**config.mk**
```make
export PLATFORM = sky130hd
export DESIGN_NAME = tws_top
export DESIGN_NICKNAME = d
export VERILOG_FILES = /design/src/core/tws_pkg.sv /design/src/core/tws_match_if.sv /design/src/core/tws_sync.sv /design/src/core/tws_addr_match.sv /design/src/core/tws_top.sv
export VERILOG_INCLUDE_DIRS = /design/src /design/src/core
export SDC_FILE = /design/constraint.sdc
export NUM_CORES = 1
export LEC_CHECK = 0
export ABC_AREA = 1
export BUFFER_PORTS_ARGS = -buffer_cell sky130_fd_sc_hd__buf_2
export CAP_MARGIN = 25
export CORE_MARGIN = 5
export CORE_UTILIZATION = 45
export DETAILED_ROUTE_END_ITERATION = 12
export SETUP_SLACK_MARGIN = 0.02
export SLEW_MARGIN = 20
export SYNTH_ARGS = -nofsm -noshare
export SYNTH_HDL_FRONTEND = slang
export SYNTH_SLANG_ARGS = --single-unit
```
**constraint.sdc**
```tcl
create_clock -name clk_i -period 10.4 [get_ports clk_i]
set_clock_uncertainty 0.1 [all_clocks]
set_input_delay 0.52 -clock clk_i [delete_from_list [all_inputs] [get_ports clk_i]]
set_output_delay 0.52 -clock clk_i [all_outputs]
set_load 0.1 [all_outputs]
```
**src/core/tws_defs.svh**
```systemverilog
// register offsets, reset values and timing counts of the two-wire slave
// assumes: included by bare name from the package and the top module
`ifndef TWS_DEFS_SVH
`define TWS_DEFS_SVH

`define TWS_APB_AW 12
`define TWS_CNT_W 14
`define TWS_ADR_W 7

`define TWS_OFF_PREP_RX 12'h020
`define TWS_OFF_PREP_TX 12'h024
`define TWS_OFF_MATCH 12'h4d4
`define TWS_OFF_RX_PTR 12'h534
`define TWS_OFF_RX_MAX 12'h538
`define TWS_OFF_RX_AMT 12'h53c
`define TWS_OFF_RX_LIST 12'h540
`define TWS_OFF_TX_PTR 12'h544
`define TWS_OFF_TX_MAX 12'h548
`define TWS_OFF_TX_AMT 12'h54c
`define TWS_OFF_TX_LIST 12'h550
`define TWS_OFF_ADR0 12'h588
`define TWS_OFF_ADR1 12'h58c
`define TWS_OFF_CONFIG 12'h594
`define TWS_OFF_ORC 12'h5c0
`define TWS_OFF_STATUS 12'h5fc

`define TWS_LIST_ARRAY 2'h1
`define TWS_RST_STATE '0
`define TWS_SYNC_RST 2'h3

`define TWS_CLK_MHZ 25
`define TWS_PREP_NS 1500
`define TWS_PREP_CYC ((`TWS_PREP_NS * `TWS_CLK_MHZ) / 1000)

`endif

```
**src/core/tws_pkg.sv**
```systemverilog
// types shared by the two-wire slave modules
// assumes: tws_defs.svh on the include path
package tws_pkg;
   `include "tws_defs.svh"

   typedef enum logic [2:0] {
      LS_IDLE,
      LS_ADDR,
      LS_ADDR_ACK,
      LS_RX_BYTE,
      LS_RX_ACK,
      LS_TX_BYTE,
      LS_TX_ACK
   } tws_lst_t;

   typedef struct packed {
      logic [31:0] rx_ptr;
      logic [`TWS_CNT_W-1:0] rx_max;
      logic [`TWS_CNT_W-1:0] rx_amt;
      logic [1:0] rx_list;
      logic [31:0] tx_ptr;
      logic [`TWS_CNT_W-1:0] tx_max;
      logic [`TWS_CNT_W-1:0] tx_amt;
      logic [1:0] tx_list;
      logic [`TWS_ADR_W-1:0] adr0;
      logic [`TWS_ADR_W-1:0] adr1;
      logic [1:0] cfg;
      logic [7:0] overread_fill_char;
      logic match;
      logic [5:0] rx_tmr;
      logic [5:0] tx_tmr;
      logic rx_rdy;
      logic tx_rdy;
      logic scl_p;
      logic sda_p;
      tws_lst_t st;
      logic [3:0] bitcnt;
      logic [7:0] sh;
      logic rw;
      logic active;
      logic nack;
      logic sda_oe;
      logic [`TWS_CNT_W-1:0] rx_cnt;
      logic [`TWS_CNT_W-1:0] tx_cnt;
      logic [7:0] tx_data;
      logic mem_req;
      logic mem_we;
      logic [31:0] mem_addr;
      logic [7:0] mem_wdata;
      logic [31:0] prdata;
   } tws_state_t;
endpackage

```
**src/core/tws_match_if.sv**
```systemverilog
// carries the 7-bit address and slot setup to the matcher and its verdict back
// assumes: one requester and one matcher on the same clock
`timescale 1ns/100ps
interface tws_match_if;
   logic clk;
   logic [6:0] addr;
   logic [1:0][6:0] slot;
   logic [1:0] en;
   logic hit;
   logic idx;
   modport req (output clk, output addr, output slot, output en,
      input hit, input idx);
   modport mat (input clk, input addr, input slot, input en,
      output hit, output idx);
endinterface

```
**src/core/tws_sync.sv**
```systemverilog
// two-flop synchroniser for pin levels
// assumes: inputs asynchronous to clk_i, reset already synchronised
`timescale 1ns/100ps
module tws_sync #(
   parameter int W = 2,
   parameter logic [W-1:0] RST = '1
) (
   input wire logic clk_i,
   input wire logic rst_n_i,
   input wire logic [W-1:0] d_i,
   output logic [W-1:0] q_o
);
   typedef struct packed {
      logic [W-1:0] s1;
      logic [W-1:0] s2;
   } tws_sync_t;
   tws_sync_t s_q, s_d;

   always_comb begin
      s_d.s1 = d_i;
      s_d.s2 = s_q.s1;
   end

   always_ff @(posedge clk_i or negedge rst_n_i) begin
      if (!rst_n_i) begin
         s_q <= {RST, RST};
      end else begin
         s_q <= s_d;
      end
   end

   assign q_o = s_q.s2;
endmodule // tws_sync

```
**src/core/tws_addr_match.sv**
```systemverilog
// compares a bus address against the enabled slave-address slots
// assumes: slot 0 wins when both slots hold the same address
`timescale 1ns/100ps
module tws_addr_match (
   tws_match_if.mat m
);
   logic [1:0] eq;

   genvar i;
   generate
      for (i = 0; i < 2; i++) begin : g_slot
         assign eq[i] = m.en[i] && (m.slot[i] == m.addr);
      end
   endgenerate

   assign m.hit = |eq;
   assign m.idx = ~eq[0] & eq[1];
endmodule // tws_addr_match

```
**src/core/tws_top.sv**
```systemverilog
// two-wire slave with memory access: APB registers, bus engine, buffers
// assumes: APB on clk_i, scl/sda from pins, memory port on clk_i
`timescale 1ns/100ps
`include "tws_defs.svh"
module tws_top (
   input wire logic clk_i,
   input wire logic rst_n_i,
   input wire logic psel_i,
   input wire logic penable_i,
   input wire logic pwrite_i,
   input wire logic [`TWS_APB_AW-1:0] paddr_i,
   input wire logic [31:0] pwdata_i,
   output logic [31:0] prdata_o,
   output logic pready_o,
   output logic pslverr_o,
   input wire logic scl_i,
   input wire logic sda_i,
   output logic sda_o,
   output logic sda_oe_o,
   output logic mem_req_o,
   output logic mem_we_o,
   output logic [31:0] mem_addr_o,
   output logic [7:0] mem_wdata_o,
   input wire logic [7:0] mem_rdata_i,
   input wire logic mem_ack_i
);
   localparam int PREP_C = `TWS_PREP_CYC;
   localparam logic [5:0] PREP_LD = 6'(`TWS_PREP_CYC);
   // pins idle high: edge detectors start from that level, no false edge
   localparam tws_pkg::tws_state_t RST_S = '{scl_p: 1'b1, sda_p: 1'b1,
      st: tws_pkg::LS_IDLE, default: `TWS_RST_STATE};

   logic [1:0] rst_q;
   logic rst_n;
   logic scl_s, sda_s;
   logic scl_rise, scl_fall, start_c, stop_c;
   logic apb_setup, apb_wr;
   tws_pkg::tws_state_t s_q, s_d;
   tws_match_if mif ();

   // release of the async reset through two flops
   always_ff @(posedge clk_i or negedge rst_n_i) begin
      if (!rst_n_i) begin
         rst_q <= 2'h0;
      end else begin
         rst_q <= {rst_q[0], 1'b1};
      end
   end
   assign rst_n = rst_q[1];

   tws_sync #(.W(2), .RST(`TWS_SYNC_RST)) u_sync (
      .clk_i(clk_i),
      .rst_n_i(rst_n),
      .d_i({scl_i, sda_i}),
      .q_o({scl_s, sda_s})
   );

   tws_addr_match u_match (
      .m(mif.mat)
   );

   assign mif.clk = clk_i;
   assign mif.addr = s_q.sh[7:1];
   assign mif.slot = {s_q.adr1, s_q.adr0};
   assign mif.en = s_q.cfg;

   assign scl_rise = scl_s & ~s_q.scl_p;
   assign scl_fall = ~scl_s & s_q.scl_p;
   assign start_c = scl_s & s_q.scl_p & s_q.sda_p & ~sda_s;
   assign stop_c = scl_s & s_q.scl_p & ~s_q.sda_p & sda_s;
   assign apb_setup = psel_i & ~penable_i;
   assign apb_wr = psel_i & penable_i & pwrite_i;

   function automatic logic mapped(input logic [`TWS_APB_AW-1:0] a);
      case (a)
         `TWS_OFF_PREP_RX, `TWS_OFF_PREP_TX, `TWS_OFF_MATCH,
         `TWS_OFF_RX_PTR, `TWS_OFF_RX_MAX, `TWS_OFF_RX_AMT,
         `TWS_OFF_RX_LIST, `TWS_OFF_TX_PTR, `TWS_OFF_TX_MAX,
         `TWS_OFF_TX_AMT, `TWS_OFF_TX_LIST, `TWS_OFF_ADR0,
         `TWS_OFF_ADR1, `TWS_OFF_CONFIG, `TWS_OFF_ORC,
         `TWS_OFF_STATUS: mapped = 1'b1;
         default: mapped = 1'b0;
      endcase
   endfunction

   function automatic logic [31:0] rd_word(
      input tws_pkg::tws_state_t s,
      input logic [`TWS_APB_AW-1:0] a
   );
      case (a)
         `TWS_OFF_MATCH: rd_word = {31'h0, s.match};
         `TWS_OFF_RX_PTR: rd_word = s.rx_ptr;
         `TWS_OFF_RX_MAX: rd_word = {18'h0, s.rx_max};
         `TWS_OFF_RX_AMT: rd_word = {18'h0, s.rx_amt};
         `TWS_OFF_RX_LIST: rd_word = {30'h0, s.rx_list};
         `TWS_OFF_TX_PTR: rd_word = s.tx_ptr;
         `TWS_OFF_TX_MAX: rd_word = {18'h0, s.tx_max};
         `TWS_OFF_TX_AMT: rd_word = {18'h0, s.tx_amt};
         `TWS_OFF_TX_LIST: rd_word = {30'h0, s.tx_list};
         `TWS_OFF_ADR0: rd_word = {25'h0, s.adr0};
         `TWS_OFF_ADR1: rd_word = {25'h0, s.adr1};
         `TWS_OFF_CONFIG: rd_word = {30'h0, s.cfg};
         `TWS_OFF_ORC: rd_word = {24'h0, s.overread_fill_char};
         `TWS_OFF_STATUS: rd_word = {29'h0, s.active, s.tx_rdy, s.rx_rdy};
         default: rd_word = 32'h0;
      endcase
   endfunction

   always_comb begin
      logic [7:0] nxt;
      logic [`TWS_CNT_W-1:0] ncnt;
      nxt = 8'h00;
      ncnt = '0;
      s_d = s_q;
      s_d.scl_p = scl_s;
      s_d.sda_p = sda_s;

      // prepare tasks arm a countdown; ready follows when it expires
      if (s_q.rx_tmr != 6'h00) begin
         s_d.rx_tmr = s_q.rx_tmr - 6'h01;
         if (s_q.rx_tmr == 6'h01) begin
            s_d.rx_rdy = 1'b1;
         end
      end
      if (s_q.tx_tmr != 6'h00) begin
         s_d.tx_tmr = s_q.tx_tmr - 6'h01;
         if (s_q.tx_tmr == 6'h01) begin
            s_d.tx_rdy = 1'b1;
         end
      end

      // read data is latched in the setup phase, so prdata is a flop
      if (apb_setup) begin
         s_d.prdata = rd_word(s_q, paddr_i);
      end
      if (apb_wr) begin
         case (paddr_i)
            `TWS_OFF_PREP_RX: begin
               if (pwdata_i[0]) begin
                  s_d.rx_tmr = PREP_LD;
                  s_d.rx_rdy = 1'b0;
               end
            end
            `TWS_OFF_PREP_TX: begin
               if (pwdata_i[0]) begin
                  s_d.tx_tmr = PREP_LD;
                  s_d.tx_rdy = 1'b0;
               end
            end
            `TWS_OFF_RX_PTR: s_d.rx_ptr = pwdata_i;
            `TWS_OFF_RX_MAX: s_d.rx_max = pwdata_i[`TWS_CNT_W-1:0];
            `TWS_OFF_RX_LIST: s_d.rx_list = pwdata_i[1:0];
            `TWS_OFF_TX_PTR: s_d.tx_ptr = pwdata_i;
            `TWS_OFF_TX_MAX: s_d.tx_max = pwdata_i[`TWS_CNT_W-1:0];
            `TWS_OFF_TX_LIST: s_d.tx_list = pwdata_i[1:0];
            `TWS_OFF_ADR0: s_d.adr0 = pwdata_i[6:0];
            `TWS_OFF_ADR1: s_d.adr1 = pwdata_i[6:0];
            `TWS_OFF_CONFIG: s_d.cfg = pwdata_i[1:0];
            `TWS_OFF_ORC: s_d.overread_fill_char = pwdata_i[7:0];
            default: ;
         endcase
      end

      if (s_q.mem_req && mem_ack_i) begin
         s_d.mem_req = 1'b0;
         if (!s_q.mem_we) begin
            s_d.tx_data = mem_rdata_i;
         end
      end

      // next byte out: buffer while it lasts, then the fill character
      if (s_q.tx_cnt < s_q.tx_max) begin
         nxt = s_q.tx_data;
      end else begin
         nxt = s_q.overread_fill_char;
      end
      ncnt = s_q.tx_cnt + 1'b1;

      if (start_c || stop_c) begin
         if (s_q.active) begin
            if (s_q.rw) begin
               s_d.tx_amt = s_q.tx_cnt;
               s_d.tx_rdy = 1'b0;
               if (s_q.tx_list == `TWS_LIST_ARRAY) begin
                  s_d.tx_ptr = s_q.tx_ptr + {18'h0, s_q.tx_max};
               end
            end else begin
               s_d.rx_amt = s_q.rx_cnt;
               s_d.rx_rdy = 1'b0;
               if (s_q.rx_list == `TWS_LIST_ARRAY) begin
                  s_d.rx_ptr = s_q.rx_ptr + {18'h0, s_q.rx_max};
               end
            end
         end
         s_d.active = 1'b0;
         s_d.sda_oe = 1'b0;
         s_d.bitcnt = 4'h0;
         s_d.st = start_c ? tws_pkg::LS_ADDR : tws_pkg::LS_IDLE;
      end else begin
         case (s_q.st)
            tws_pkg::LS_IDLE: ;
            tws_pkg::LS_ADDR: begin
               if (scl_rise) begin
                  s_d.sh = {s_q.sh[6:0], sda_s};
                  s_d.bitcnt = s_q.bitcnt + 4'h1;
               end else if (scl_fall && s_q.bitcnt == 4'h8) begin
                  // not ready or no slot hit: leave sda released
                  if (mif.hit && (s_q.sh[0] ? s_q.tx_rdy : s_q.rx_rdy)) begin
                     s_d.st = tws_pkg::LS_ADDR_ACK;
                     s_d.sda_oe = 1'b1;
                     s_d.match = mif.idx;
                     s_d.rw = s_q.sh[0];
                     s_d.active = 1'b1;
                     s_d.rx_cnt = '0;
                     s_d.tx_cnt = '0;
                     if (s_q.sh[0] && s_q.tx_max != '0) begin
                        s_d.mem_req = 1'b1;
                        s_d.mem_we = 1'b0;
                        s_d.mem_addr = s_q.tx_ptr;
                     end
                  end else begin
                     s_d.st = tws_pkg::LS_IDLE;
                  end
               end
            end
            tws_pkg::LS_ADDR_ACK, tws_pkg::LS_TX_ACK: begin
               if (scl_rise) begin
                  s_d.nack = sda_s;
               end else if (scl_fall) begin
                  s_d.bitcnt = 4'h0;
                  s_d.sda_oe = 1'b0;
                  if (!s_q.rw) begin
                     s_d.st = tws_pkg::LS_RX_BYTE;
                  end else if (s_q.st == tws_pkg::LS_TX_ACK && s_q.nack) begin
                     s_d.st = tws_pkg::LS_IDLE;
                  end else begin
                     s_d.st = tws_pkg::LS_TX_BYTE;
                     s_d.sh = nxt;
                     s_d.sda_oe = ~nxt[7];
                     if (s_q.tx_cnt < s_q.tx_max) begin
                        s_d.tx_cnt = ncnt;
                        if (ncnt < s_q.tx_max) begin
                           s_d.mem_req = 1'b1;
                           s_d.mem_we = 1'b0;
                           s_d.mem_addr = s_q.tx_ptr + {18'h0, ncnt};
                        end
                     end
                  end
               end
            end
            tws_pkg::LS_TX_BYTE: begin
               if (scl_fall) begin
                  if (s_q.bitcnt == 4'h7) begin
                     s_d.sda_oe = 1'b0;
                     s_d.st = tws_pkg::LS_TX_ACK;
                  end else begin
                     s_d.sh = {s_q.sh[6:0], 1'b0};
                     s_d.sda_oe = ~s_q.sh[6];
                     s_d.bitcnt = s_q.bitcnt + 4'h1;
                  end
               end
            end
            tws_pkg::LS_RX_BYTE: begin
               if (scl_rise) begin
                  s_d.sh = {s_q.sh[6:0], sda_s};
                  s_d.bitcnt = s_q.bitcnt + 4'h1;
               end else if (scl_fall && s_q.bitcnt == 4'h8) begin
                  s_d.st = tws_pkg::LS_RX_ACK;
                  // full buffer: byte dropped and answered with a nack
                  if (s_q.rx_cnt < s_q.rx_max) begin
                     s_d.mem_req = 1'b1;
                     s_d.mem_we = 1'b1;
                     s_d.mem_addr = s_q.rx_ptr + {18'h0, s_q.rx_cnt};
                     s_d.mem_wdata = s_q.sh;
                     s_d.rx_cnt = s_q.rx_cnt + 1'b1;
                     s_d.sda_oe = 1'b1;
                  end
               end
            end
            tws_pkg::LS_RX_ACK: begin
               if (scl_fall) begin
                  s_d.sda_oe = 1'b0;
                  s_d.bitcnt = 4'h0;
                  s_d.st = tws_pkg::LS_RX_BYTE;
               end
            end
            default: s_d.st = tws_pkg::LS_IDLE;
         endcase
      end
   end

   always_ff @(posedge clk_i or negedge rst_n) begin
      if (!rst_n) begin
         s_q <= RST_S;
      end else begin
         s_q <= s_d;
      end
   end

   assign prdata_o = s_q.prdata;
   assign pready_o = 1'b1;
   assign pslverr_o = psel_i & penable_i & ~mapped(paddr_i);
   assign sda_o = 1'b0;
   assign sda_oe_o = s_q.sda_oe;
   assign mem_req_o = s_q.mem_req;
   assign mem_we_o = s_q.mem_we;
   assign mem_addr_o = s_q.mem_addr;
   assign mem_wdata_o = s_q.mem_wdata;
endmodule // tws_top

```
==> impl_metrics.toml <==
[cts]
cts_tree = "yes"
root_buffer = "clkbuf_16"
clk_pin_slew_worst_paths_ns = 0.06
cts_setup_buffers = 0
htree_num_levels = 2
ctsLongestPathBuffers = 3
ctsResizeCount = 0
cts_sinks = 300
clk_latency_ns = 0.59
cts_buffers = 38

[pwr]
peakVddDrop_mv = 0.1304
combPwrFrac = 0.224
power_density_mw_per_mm2 = 146.0
power.internal_mw = 2.299
switching_share = 0.3435
p_total_mw = 3.501
clockPowerShare = 0.391
p_seq_frac = 0.385
p_sw_mw = 1.203
leakagePower_nw = 12.55

[global_routing]
grt_use_total = 0.3082
grt_pass1_vias = 20774
grt_overflow = 0
grt_pass1_wl_mm = 127.1
grt_start_max_net_pins = 76
antenna_found_initial = 1

[synthesis]
synthTopCellsByCount = "nand2_1, inv_1, dfrtp_1"
synthSimpleGateAreaFrac = 0.3161
yosysMostFrequentCell = "nand2_1"
synth_top_cell_area_share = 0.3346
synth_edf_count = 0
yosys.area_share.adder = 0.06509
synth_seq_area_share = 0.3417
synth_top_family_by_area = "simple AND/OR/NAND/NOR gates"
synth_xor_area_frac = 0.02589
synth_seq_cells = 300
yosysTopAreaCell = "dfrtp_1"
synthTopCellsByArea = "dfrtp_1, nand2_1, inv_1"
yosysUniqueCellTypes = 56
synthMuxAreaShare = 0.003585
synth_compound_area_frac = 0.1334
syn_area_mm2 = 0.02199
synth.avg_cell_area_um2 = 6.752
yosysWarnings = 0
ys.flop_type = "dfrtp_1"
netlist_instances = 3257
ys_async_sr_fraction = 1.000

[sta]
setup_ws_ns = 6.085
setup_viol = 0
final.setup.tns_ns = 0
max_freq_ghz = 0.2318
rsz0062_at_grt = "false"
hold_ws_ns = 0.06911
post-route-period-util = 0.4149
hold_viol = 0
relSlewSlack = 0.2713
tightest_slew_ns = 1.084
drv_slew = 0
fin_crit_ns = 4.315

[place]
preCtsSetupSlack_ns = 6.206
postPlaceCellArea_mm2 = 0.02265
gp_congestion = 1.045
dpl.hpwl_mm = 65.25
placed_cells = 3882
io_buffers = 135

[route]
wl_per_cell_um = 21.37
first_pass_iters = 6
routed_wl_mm = 84.61
drtIter0Drc = 2613
drtAntennaViolNets = 0
drc = 0
vias = 22401
viasPerCell = 5.658

[worst_setup_path]
slowest_delay_ns = 0.70
crit_slowest_cell = "nand3_2"
arrival_ns = 4.65
path_buf_inv = 1
critical-path-top-delay-family = "simple AND/OR/NAND/NOR gates"
worst_ep_required_time_ns = 10.73
end_kind = "flip-flop"
worstSetupStartpointType = "flip-flop"
cp_common_cell = "nand2_1"
cp_cell_sequence = "ha_1 -> nand2_1 -> nor2_1 -> nand4_1 -> nor2_1 -> nand2_1 -> nor2_1 -> xor2_1 -> ha_1 -> nand3_1 -> inv_1 -> nand2_1 -> nand2_1 -> a21oi_1 -> nand2_1 -> nand2_1 -> nand3_2 -> nand2_1 -> nand3_1"
setup.worst_path.class = "flip-flop to flip-flop"
crit_fanout = 33

[final_layout]
drive_gt1_frac = 0.08878
stdcell_count = 3959
fin_util = 0.4929
finish.instance_area_mm2 = 0.02398
area_growth_pct = 9.041
nNetsFinal = 3476

[floorplan]
die_y_um = 231.1
die_w_um = 231.1
num_io_pins = 138
core_mm2 = 0.04865
rows = 81
dieArea_mm2 = 0.05339
start_util = 0.4520

[worst_hold_path]
hold_class = "input port to flip-flop"

[status]
status = "completed"

[run]
max_cap_viol_count = 0
==> flip-flops by register name, indices dropped and copies added (netlist names), 2 cells and up <==
signal,flops
mif.slot,14
rst_q,2
u_sync.q_o,2
mif.addr,7
prdata_o,32
u_sync.s_d,2
mif.en,2
mem_wdata_o,8
mem_addr_o,32
s_q,196
==> cell usage in the layout (no fill, tap or decap), types with 4 or more instances in the layout <==
| cell | n |
|---|---|
| xnor2_1 | 19 |
| o21bai_1 | 5 |
| or2_2 | 6 |
| nor2_4 | 8 |
| fa_1 | 4 |
| clkbuf_16 | 39 |
| o221ai_1 | 8 |
| o22ai_1 | 54 |
| nor4_1 | 14 |
| a211oi_1 | 5 |
| clkbuf_8 | 9 |
| dfstp_2 | 6 |
| a31oi_1 | 7 |
| o211ai_1 | 11 |
| o21ai_1 | 41 |
| nand3_1 | 185 |
| nand2_2 | 8 |
| nor2_1 | 292 |
| nand2_1 | 1021 |
| mux2_2 | 7 |
| ha_1 | 108 |
| xor2_1 | 46 |
| nand4_1 | 39 |
| a21oi_1 | 157 |
| inv_1 | 393 |
| dfrtp_1 | 293 |
| nor3_1 | 42 |
| inv_2 | 21 |
| clkbuf_1 | 14 |
| nand3_2 | 9 |
| o21ai_0 | 238 |
| nor2_2 | 10 |
| buf_4 | 14 |
| a21o_1 | 5 |
| clkinv_1 | 7 |
| buf_2 | 135 |
| o21a_1 | 4 |
| nand3b_1 | 6 |
==> layout make-up <==
type                       count  area, um^2
sequential                   300        7518
tap                          622       778.2
clock buffer                  62        1152
multi-input combinational   2389       11980
timing repair buffer         154       842.1
inverter                     421        1580
antenna                        3       7.507
fill                        4960       24670
clock inverter                 8       118.9
==> per-layer routing <==
layer	GRT usage	vias up	routed length (um)
li1	-	10556	-
met1	0.4523	10591	37440
met2	0.4465	1126	35150
met3	0.09310	128	9973
met4	0.07522	0	2046
met5	0	-	0
==> worst reg2reg max path, stage by stage, from the launching register on <==
cell	delay [ns]
dfrtp_1	0.46
ha_1	0.23
nand2_1	0.06
nor2_1	0.19
nand4_1	0.17
nor2_1	0.16
nand2_1	0.09
nor2_1	0.12
xor2_1	0.39
ha_1	0.32
nand3_1	0.11
inv_1	0.05
nand2_1	0.06
nand2_1	0.06
a21oi_1	0.26
nand2_1	0.16
nand2_1	0.10
nand3_2	0.70
nand2_1	0.28
nand3_1	0.09
==> cell families after synthesis <==
family	count (synthesis)
other	2
buffers and inverters	569
and+or+nand+nor	1658
xor gates and xnor gates	65
DFF	300
muxes	7
AOI/OAI and AO/OA	544
adders and majority gates	112
==> power by group through the flow <==
stage	Clock [mW]	Sequential (mW)	Combinational, mW
after floorplan	0	1.37	0.530
after detailed placement	0	1.37	0.768
after global routing	1.44	1.36	0.870
final	1.37	1.35	0.784
after global placement	0	1.36	0.756
after CTS	1.39	1.35	0.773
==> worst paths after layout <==
kind	cells after the start	end	start	slack, ns
min in group asynchronous	2	rst_q[1]	rst_n_i	0.16
max reg2reg	19	mem_addr_o[28]	s_q[82]	6.09
max	19	mem_addr_o[28]	s_q[82]	6.09
min	2	s_q[80]	mem_rdata_i[6]	0.07
min reg2reg	0	prdata_o[21]	rst_q[1]	0.17
max in group asynchronous	2	mem_wdata_o[6]	rst_q[1]	8.00
==> timing repair <==
action,CTS,global route
endpoints found under the setup margin,0,0
hold buffers,3,0
hold endpoints to repair,4,0
No activity file was read; power rests on OpenSTA's default activity.
